File: config.mk
export PLATFORM = sky130hd
export DESIGN_NAME = sar_conv_ctl
export DESIGN_NICKNAME = d
export VERILOG_FILES = /design/src/core/sar_ctl_pkg.sv /design/src/core/sar_search_step.sv /design/src/core/sar_conv_ctl.sv
export SDC_FILE = /design/constraint.sdc
export NUM_CORES = 1
export LEC_CHECK = 0
export ABC_AREA = 1
export BUFFER_PORTS_ARGS = -buffer_cell sky130_fd_sc_hd__buf_2
export CAP_MARGIN = 10
export CORE_ASPECT_RATIO = 1.2
export CORE_MARGIN = 10
export CORE_UTILIZATION = 45
export DETAILED_ROUTE_END_ITERATION = 8
export PLACE_DENSITY = 0.68
export REMOVE_ABC_BUFFERS = 1
export SYNTH_ARGS = -nofsm -noshare
export SYNTH_HDL_FRONTEND = slang
export SYNTH_SLANG_ARGS = --single-unit
File: constraint.sdc
create_clock -name i_ref_clk -period 2.4 [get_ports i_ref_clk]
set_input_delay 0.48 -clock i_ref_clk [delete_from_list [all_inputs] [get_ports i_ref_clk]]
set_output_delay 0.48 -clock i_ref_clk [all_outputs]
set_load 0.005 [all_outputs]
File: src/core/sar_ctl_pkg.sv
// package: constants for the successive-approximation converter control
package sar_ctl_pkg;
    localparam int          DATA_W           = 8;
    localparam int          CONV_CLOCKS      = 40;
    localparam int          CNT_W            = 6;
    localparam logic [5:0]  CNT_ZERO         = 6'h00;
    localparam logic [5:0]  CNT_ONE          = 6'h01;
    localparam logic [5:0]  CNT_LAST         = 6'h28;
    localparam logic [5:0]  SETTLE_PER_BIT   = 6'h05;
    localparam logic [2:0]  GUARD_CLOCKS     = 3'h4;
    localparam logic [2:0]  GUARD_ZERO       = 3'h0;
    localparam logic [2:0]  GUARD_ONE        = 3'h1;
    localparam logic [7:0]  MSB_MASK         = 8'h80;
    localparam logic [7:0]  ZERO_CODE        = 8'h00;
    localparam logic [7:0]  LATCH_RESET      = 8'hff;
    typedef enum logic [1:0] {
        ST_IDLE,
        ST_CONVERT,
        ST_GUARD
    } conv_state_t;
endpackage : sar_ctl_pkg

File: src/core/sar_search_step.sv
// module: one binary-search step of the approximation register
`timescale 1ns/1ps
module sar_search_step
    import sar_ctl_pkg::*;
#(
    parameter int WIDTH = DATA_W
)(
    // current trial and bit under test
    input  wire logic [WIDTH-1:0] i_trial,
    input  wire logic [WIDTH-1:0] i_bit_mask,
    // comparator: analog input above trial tap
    input  wire logic             i_above,
    // next trial and next bit mask
    output logic      [WIDTH-1:0] o_trial,
    output logic      [WIDTH-1:0] o_bit_mask
);
    // ------------------------------------------------------------
    // keep the bit if the input is above the tap, then try the next
    // ------------------------------------------------------------
    always_comb
    begin
        o_bit_mask = i_bit_mask >> 1;
        o_trial    = i_above ? (i_trial | o_bit_mask) : ((i_trial & ~i_bit_mask) | o_bit_mask);
    end
endmodule : sar_search_step

File: src/core/sar_conv_ctl.sv
// module: control logic of an 8-bit successive-approximation converter
//
// Behaviour
// - the result is found by binary search over 256 taps, midpoint first, then 3/4 if above.
// - each conversion lasts exactly forty clock periods from start to completion.
// - the output code is complementary binary, full scale gives all zeros.
// - at completion the selected tap code is latched and the done flag rises.
// - the output latch holds the old result during a new conversion until it completes.
// - data outputs are driven while output enable is high and released while it is low.
// - feeding the done flag back to start gives free-running conversion once a first conversion has raised done; reset leaves done low.
// - a start during a conversion clears the approximation register and restarts it.
// - the done flag is low at least forty clock periods per conversion and then goes high.
// - transfer of the new result to the output latch begins as the done flag rises.
`timescale 1ns/1ps
module sar_conv_ctl
    import sar_ctl_pkg::*;
#(
    parameter int WIDTH = DATA_W
)(
    // clock and reset
    input  wire logic             i_ref_clk,
    input  wire logic             i_reset,
    // conversion control
    input  wire logic             i_start,
    input  wire logic             i_output_enable,
    // comparator: analog_input_level above the trial tap
    input  wire logic             i_input_above_tap,
    // trial tap code to the ladder switches
    output logic      [WIDTH-1:0] o_ladder_tap,
    // conversion status
    output logic                  o_conversion_done,
    // three-state data bus
    output logic      [WIDTH-1:0] o_data,
    output logic      [WIDTH-1:0] o_data_oe
);
    // ------------------------------------------------------------
    // state
    // ------------------------------------------------------------
    conv_state_t      state_q, state_d;
    logic [CNT_W-1:0] count_q, count_d;
    logic [2:0]       guard_q, guard_d;
    logic [WIDTH-1:0] approximation_register_q, approximation_register_d;
    logic [WIDTH-1:0] bit_mask_q, bit_mask_d;
    logic [WIDTH-1:0] latch_q, latch_d;
    logic             done_q, done_d;
    logic [WIDTH-1:0] step_trial;
    logic [WIDTH-1:0] step_mask;
    logic             step_now;
    logic             start_ok;

    sar_search_step #(.WIDTH(WIDTH)) u_step (
        .i_trial    (approximation_register_q),
        .i_bit_mask (bit_mask_q),
        .i_above    (i_input_above_tap),
        .o_trial    (step_trial),
        .o_bit_mask (step_mask)
    );

    // one search step every few clocks lets the ladder settle; 8 steps fit in 40
    assign step_now = (count_q != CNT_ZERO) && (count_q <= (SETTLE_PER_BIT * 6'(WIDTH)))
                      && ((count_q % SETTLE_PER_BIT) == CNT_ZERO);
    // starts within the guard gap after done are ignored
    assign start_ok = i_start && !(state_q == ST_GUARD && guard_q != GUARD_ZERO);

    // ------------------------------------------------------------
    // next-state logic
    // ------------------------------------------------------------
    always_comb
    begin
        state_d                  = state_q;
        count_d                  = count_q;
        guard_d                  = guard_q;
        approximation_register_d = approximation_register_q;
        bit_mask_d               = bit_mask_q;
        latch_d                  = latch_q;
        done_d                   = done_q;
        case (state_q)
            ST_CONVERT:
            begin
                if (start_ok)
                begin
                    // restart: clear and begin again from the midpoint
                    approximation_register_d = MSB_MASK;
                    bit_mask_d               = MSB_MASK;
                    count_d                  = CNT_ONE;
                end
                else if (count_q == CNT_LAST)
                begin
                    // eighth step decides the last bit on the same edge the latch loads
                    approximation_register_d = step_trial;
                    bit_mask_d               = step_mask;
                    // latch inverted code; old value held until now
                    latch_d = ~step_trial;
                    done_d  = 1'b1;
                    guard_d = GUARD_CLOCKS - GUARD_ONE;
                    state_d = ST_GUARD;
                end
                else
                begin
                    count_d = count_q + CNT_ONE;
                    if (step_now)
                    begin
                        // midpoint first, then 3/4 or 1/4, one bit per step
                        approximation_register_d = step_trial;
                        bit_mask_d               = step_mask;
                    end
                end
            end
            ST_GUARD:
            begin
                if (guard_q != GUARD_ZERO)
                begin
                    guard_d = guard_q - GUARD_ONE;
                end
                else if (start_ok)
                begin
                    done_d                   = 1'b0;
                    approximation_register_d = MSB_MASK;
                    bit_mask_d               = MSB_MASK;
                    count_d                  = CNT_ONE;
                    state_d                  = ST_CONVERT;
                end
            end
            default:
            begin
                // idle holds the result and done until a start is taken
                if (start_ok)
                begin
                    done_d                   = 1'b0;
                    approximation_register_d = MSB_MASK;
                    bit_mask_d               = MSB_MASK;
                    count_d                  = CNT_ONE;
                    state_d                  = ST_CONVERT;
                end
            end
        endcase
    end

    always_ff @(posedge i_ref_clk)
    begin
        if (i_reset)
        begin
            state_q                  <= ST_IDLE;
            count_q                  <= CNT_ZERO;
            guard_q                  <= GUARD_ZERO;
            approximation_register_q <= ZERO_CODE;
            bit_mask_q               <= ZERO_CODE;
            latch_q                  <= LATCH_RESET;
            done_q                   <= 1'b0;
        end
        else
        begin
            state_q                  <= state_d;
            count_q                  <= count_d;
            guard_q                  <= guard_d;
            approximation_register_q <= approximation_register_d;
            bit_mask_q               <= bit_mask_d;
            latch_q                  <= latch_d;
            done_q                   <= done_d;
        end
    end

    // ------------------------------------------------------------
    // outputs
    // ------------------------------------------------------------
    assign o_ladder_tap      = approximation_register_q;
    assign o_conversion_done = done_q;
    assign o_data            = latch_q;
    assign o_data_oe         = {WIDTH{i_output_enable}};

    // ------------------------------------------------------------
    // assertions
    // ------------------------------------------------------------
    // clocks since the last accepted start, kept apart from count_q so timing is checked
    logic [CNT_W-1:0] age_q, age_d;

    always_comb
    begin
        age_d = age_q;
        if (start_ok)
        begin
            age_d = CNT_ZERO;
        end
        else if (age_q != '1)
        begin
            age_d = age_q + CNT_ONE;
        end
    end

    always_ff @(posedge i_ref_clk)
    begin
        if (i_reset)
        begin
            age_q <= CNT_ZERO;
        end
        else
        begin
            age_q <= age_d;
        end
    end

    conv_length_a: assert property (@(posedge i_ref_clk) disable iff (i_reset)
        $rose(done_q) |-> age_q == CNT_W'(CONV_CLOCKS))
        else $error("conversion length check");

    done_rise_a: assert property (@(posedge i_ref_clk) disable iff (i_reset)
        (state_q == ST_CONVERT && count_q == CNT_LAST && !start_ok) |=> done_q)
        else $error("done did not rise at end of conversion");

    latch_hold_a: assert property (@(posedge i_ref_clk) disable iff (i_reset)
        (state_q == ST_CONVERT && !(count_q == CNT_LAST && !start_ok)) |=> $stable(latch_q))
        else $error("latch changed during conversion");

    latch_invert_a: assert property (@(posedge i_ref_clk) disable iff (i_reset)
        $rose(done_q) |-> latch_q == ~approximation_register_q)
        else $error("latched code not complemented");

    restart_clear_a: assert property (@(posedge i_ref_clk) disable iff (i_reset)
        (state_q == ST_CONVERT && start_ok) |=> approximation_register_q == MSB_MASK && !done_q)
        else $error("restart did not clear register");

    guard_ignore_a: assert property (@(posedge i_ref_clk) disable iff (i_reset)
        $rose(done_q) |-> done_q[*4])
        else $error("start accepted inside guard gap");

    oe_follow_a: assert property (@(posedge i_ref_clk) disable iff (i_reset)
        o_data_oe == {WIDTH{i_output_enable}})
        else $error("output enable not followed");

    done_busy_a: assert property (@(posedge i_ref_clk) disable iff (i_reset)
        (state_q == ST_CONVERT) |-> age_q < CNT_W'(CONV_CLOCKS))
        else $error("busy period too long");

    midpoint_a: assert property (@(posedge i_ref_clk) disable iff (i_reset)
        $rose(state_q == ST_CONVERT) |-> approximation_register_q == MSB_MASK)
        else $error("search does not start at midpoint");

    hold_idle_a: assert property (@(posedge i_ref_clk) disable iff (i_reset)
        (state_q != ST_CONVERT && !start_ok) |=> $stable(latch_q))
        else $error("result not held after conversion");
endmodule : sar_conv_ctl

; ---- Word-level counts from Yosys, hierarchy flattened
; Cells that the tools add are included.
[word_totals]
ff_bits = 36
word_cells = 72
in_bits = 5
out_inout_bits = 25
[classes]
reduce_logical = 14
n_bitwise = 6
mux = 32
n_addsub = 2
eq_ne = 9
n_div = 1
order_cmp = 1
[op_table]
columns = cell, n
row1 = $mux W8, 11
row2 = $pmux W8 S2, 2
row3 = $mux W6, 4
row4 = $not A8 Y8, 2
row5 = $or A8 B7 Y8, 2
row6 = $pmux W6 S2, 1
row7 = $mux W3, 3
row8 = $and A8 B8 Y8, 1
row9 = $mux W2, 4
row10 = $add A6 B1 Y6 const B, 1
row11 = $eq A6 B6 Y1 const B, 1
row12 = $le A6 B6 Y1 const B, 1
row13 = $logic_not A6 Y1, 1
row14 = $mod A6 B3 Y6 const B, 1
row15 = $ne A2 B2 Y1 const B, 3
row16 = $pmux W3 S2, 1
row17 = $reduce_and A3 Y1, 2
row18 = $reduce_bool A6 Y1, 1
row19 = $logic_and A1 B1 Y1, 4
row20 = $mux W1, 4
row21 = $ne A4 B4 Y1 const B, 1
row22 = $pmux W2 S2, 1
row23 = $reduce_and A2 Y1, 2
row24 = $reduce_and A4 Y1, 1
row25 = 10 further kinds, 10

; ---- Longest topological paths before layout
[logic_depth]
depth_word = 8
ltp_mapped = 22
depth_no_buf = 22

; ---- By module
; A second synthesis with hierarchy kept.
[unflattened]
cells_unflattened = 302
hier_area_um2 = 1988.2
[by_module_without_submodules]
columns = mod, instances, area_per_inst_um2, seq_area_each_um2, cells_per_inst
row1 = sar_conv_ctl, 1, 1808.0, 700.7, 263
row2 = sar_search_step, 1, 180.2, 0.0, 39

; ---- Worst setup path before layout
; OpenSTA, ideal clock, no wires.
[synth_path]
path_type = reg-to-reg
start = register count_q[4]
end = register approximation_register_q[3] (netlist: o_ladder_tap[3])
t_required_ns = 2.285
path_stages_with_launch = 22
n_path_buf = 1
synth_period_minus_slack_ns = 2.353
setup_time_ns = 0.115
setup_slack_ns = 0.047
arrival_time_ns = 2.238
cell_sequence = dfxtp_1 inv_1 a21oi_1 nand2_2 nand2_2 nand2_4 nand2_2 inv_1 ha_1 nand2_1 nand2_1 nor2_1 a21o_1 nand2_1 o21bai_1 inv_1 nand2_2 nand2_4 buf_6 nand3_2 nand2_1 nor2_1
[synth_via]
elab_chain_cells = 5
elab_cells_between_ends = 12
classes_between = 1 x div / 1 x order compare / 2 x eq/ne / 3 x mux / 5 x reduce/logical
[synth_rtl]
columns = item, line_no
row1 = "start, declared", sar_conv_ctl.sv:40  ; logic [CNT_W-1:0] count_q, count_d;
row2 = "start signal, assigned", sar_conv_ctl.sv:154  ; count_q <= count_d;
row3 = "$mod A6 B3 Y6, or another cell as far along", sar_conv_ctl.sv:61  ; && ((count_q % SETTLE_PER_BIT) == CNT_ZERO);
row4 = $logic_not A6 Y1 / $logic_and A1 B1 Y1 (equally long branches), "sar_conv_ctl.sv:61, sar_conv_ctl.sv:60"
row5 = $logic_and A1 B1 Y1, sar_conv_ctl.sv:61
row6 = $ne A4 B4 Y1 (no line), -
row7 = $reduce_and A2 Y1 (no line), -
row8 = "end signal, assigned", sar_conv_ctl.sv:156  ; approximation_register_q <= approximation_register_d;
row9 = "end, declared", sar_conv_ctl.sv:42  ; logic [WIDTH-1:0] approximation_register_q, approximation_register_d;
; Parallel ways exist; a longest one is shown, timed or not.
; A chain may end at the register's enable or synchronous reset.

; ---- Worst setup path after layout
[layout_path]
start = register count_q[4]
end = register approximation_register_q[5] (netlist: o_ladder_tap[5])
; The elaborated chain is that of the path after synthesis.

==> metrics.yaml <==
outcome:
  status: "completed"
routing:
  drc: 0
  wire_per_inst_um: 12.4
  ant_nets: 0
  drt_wl_total_mm: 4.65
  dr.pass1.iters: 4
  drt-initial-drc-count: 75
  vias: 1894
  routed_via_density: 5.04
sta:
  slew_violations: 0
  finClkSkew_ps: 13.2
  fin_crit_sh_pct: 98.4
  period_needed_ps: 2360
  max_freq_mhz: 424
  max_slew_margin_pct: 55.3
  tightestPinTransition_ps: 669
  fin_ws_ps: 39.2
  rsz0062_at_grt: "yes"
  finalHoldViolCount: 0
  finalSetupViolations: 0
floorplanning:
  start_util_pct: 46.3
  dieArea_um2: 7400
  die_h_um: 92.2
  std_cell_rows: 26
  coreArea_um2: 4230
  pin_count: 30
  fp.dieW_um: 80.2
clocking:
  path_clk_slew_ps: 80
  ctsHoldBuffers: 0
  htreeDepth: 2
  clock_sinks: 35
  cts_buffers: 5
  cts_tree: "built"
  cts-root-buf: "clkbuf_8"
  clockBufferDepth: 2
  insertion_delay_ps: 300
flow_run:
  cap_viol_max_count: 0
synth:
  ys_types: 32
  yosys.area.top_type: "dfxtp_1"
  async_flop_share_pct: 0
  netlist_top_cells_count: "nand2_1, nor2_1, dfxtp_1, inv_1, a21oi_1"
  yosys_warnings: 0
  synthFlopType: "dfxtp_1"
  yosysSeqAreaShare_pct: 35.8
  synth_edf_count: 0
  ys_ff_latch: 35
  yosysTopAreaCellShare_pct: 35.8
  ys_top_cells_by_area: "dfxtp_1, nand2_1, nor2_1, inv_1, a21oi_1"
  syn_inst: 284
  yosysMostFrequentCell: "nand2_1"
  syn-mean-instance-area_um2: 6.89
  mappedNetlistArea_um2: 1960
power:
  p_leak_nw: 1.19
  seqPwrFrac_pct: 44.6
  vdd_ir_drop_max_mv: 0.483
  swShare_pct: 26.3
  power_mw: 1.40
  power_density_nw_per_um2: 562
  p_switching_mw: 0.367
  clock_power_share_pct: 40.0
  pwr-share-comb_pct: 15.4
  intPower_mw: 1.03
global_route:
  antenna_found_initial: 0
  grt_pass1_wl_mm: 7.98
  grt_usage_pct: 13.2
  grt_max_degree: 17
  grt_pass1_vias: 1810
  grt_overflow: 0
final_layout:
  post-route-util_pct: 58.7
  nets: 330
  num_antenna_cells: 0
  final_cell_area_um2: 2480
  area_growth_pct: 26.9
  drive_gt1_share_pct: 30.0
  fillers: 402
worst_setup_path:
  required_ps: 2580
  worstPathArrival_ps: 2540
  crit_type: "register to register"
  start_kind: "register"
  crit_path_end_kind: "register"
  cp_max_fo: 8
placement:
  io_buffers: 20
  place.gp.congestion: 0.870
  placed_cell_area_um2: 2180
  dp_slack_ps: -62.8
  dpl.hpwl_mm: 3.26
worst_hold_path:
  hold_path.class: "primary input to register"
==> worst max-delay path: stages, from the launching register on <==
cell and delay [ps]:
dfxtp_2 340, inv_1 120, nand3_1 170, nand2_2 130, nand2_4 60, nand2_4 70, inv_4 40, ha_4 230
nand2_2 60, nand2_2 40, nor2_2 90, a21o_1 120, nand2_1 40, o21bai_1 150, inv_1 60, nand2_2 60
nand2_4 130, buf_12 140, nand3_1 60, nand2_1 80, nor2_1 50
==> flip-flops by register name, indices dropped and copies added, names as in the netlist <==
register           count
o_conversion_done      1
o_ladder_tap           8
bit_mask_q             8
o_data                 8
state_q                1
guard_q                3
count_q                6
==> final timing paths <==
kind,cells after the start,end,startpoint,slack [ps]
setup / recovery,20,o_ladder_tap[5],count_q[4],40
hold / removal,2,guard_q[0],i_reset,440
setup reg to reg,20,o_ladder_tap[5],count_q[4],40
hold reg to reg,2,guard_q[1],guard_q[1],470
==> routing by layer <==
metal,global-route usage [%],share of wire [%]
met1,14.7,43
met2,22.3,50
met3,3.81,5.0
met4,5.74,2.3
met5,0,0
==> per-stage QoR <==
stage,TNS [ps],hold slack (ps),std cells
floorplan,-55.0,437,268
global placement,-77.3,454,362
detailed placement,-385,461,362
CTS,0,448,374
global route,-2090,441,376
finish,0,444,376
==> power groups by stage <==
stage	Sequential (mW)	Combinational (mW)	Clock, mW
5_1_grt	0.625	0.242	0.585
6_report	0.623	0.215	0.559
4_1_cts	0.622	0.204	0.559
2_1_floorplan	0.635	0.124	0
3_5_place_dp	0.636	0.193	0
3_3_place_gp	0.636	0.191	0
==> logic make-up (layout without fill, tap and decap cells) <==
logic type | count (synthesis) | after routing | synth area share (%)
simple gates | 145 | 145 | 33.2
buf+inv | 50 | 86 | 12.0
compound gates | 47 | 47 | 14.3
flops | 35 | 35 | 35.8
fa+ha+maj | 6 | 6 | 3.84
xor+xnor | 1 | 1 | 0.831
==> timing repair <==
action	4_1_cts	5_1_grt
resized for setup	13	21
setup endpoints to repair	16	16
cloned	1	0
setup buffers	3	3
pin swaps	4	13
==> area by class of cell <==
cell class                 instances  area (um^2)  area share, %
inverter                          34          133           5.34
clock inverter                     2         35.0           1.41
timing repair buffer              44          329           13.2
sequential                        35          709           28.6
clock buffer                       6         82.6           3.32
tap                               56         70.1           2.82
multi-input combinational        199         1120           45.3
==> layout by cell type, fill, tap and decap left out, types with 2 or more instances in the layout <==
cell	instances
nand3_1	9
dfxtp_1	32
buf_12	2
inv_4	2
nor2_2	2
nand2_4	3
ha_1	5
inv_2	2
a21oi_2	8
o211ai_1	9
inv_1	28
nor3_1	4
o21bai_1	2
nand3_2	13
nand2_1	65
dfxtp_4	2
buf_4	20
clkinv_1	2
a21oi_1	10
a31oi_1	2
nor2_1	37
o21ai_0	8
buf_2	20
clkbuf_8	6
nand2_2	8
a211oi_1	2
Power figures use the tool's default switching activity.
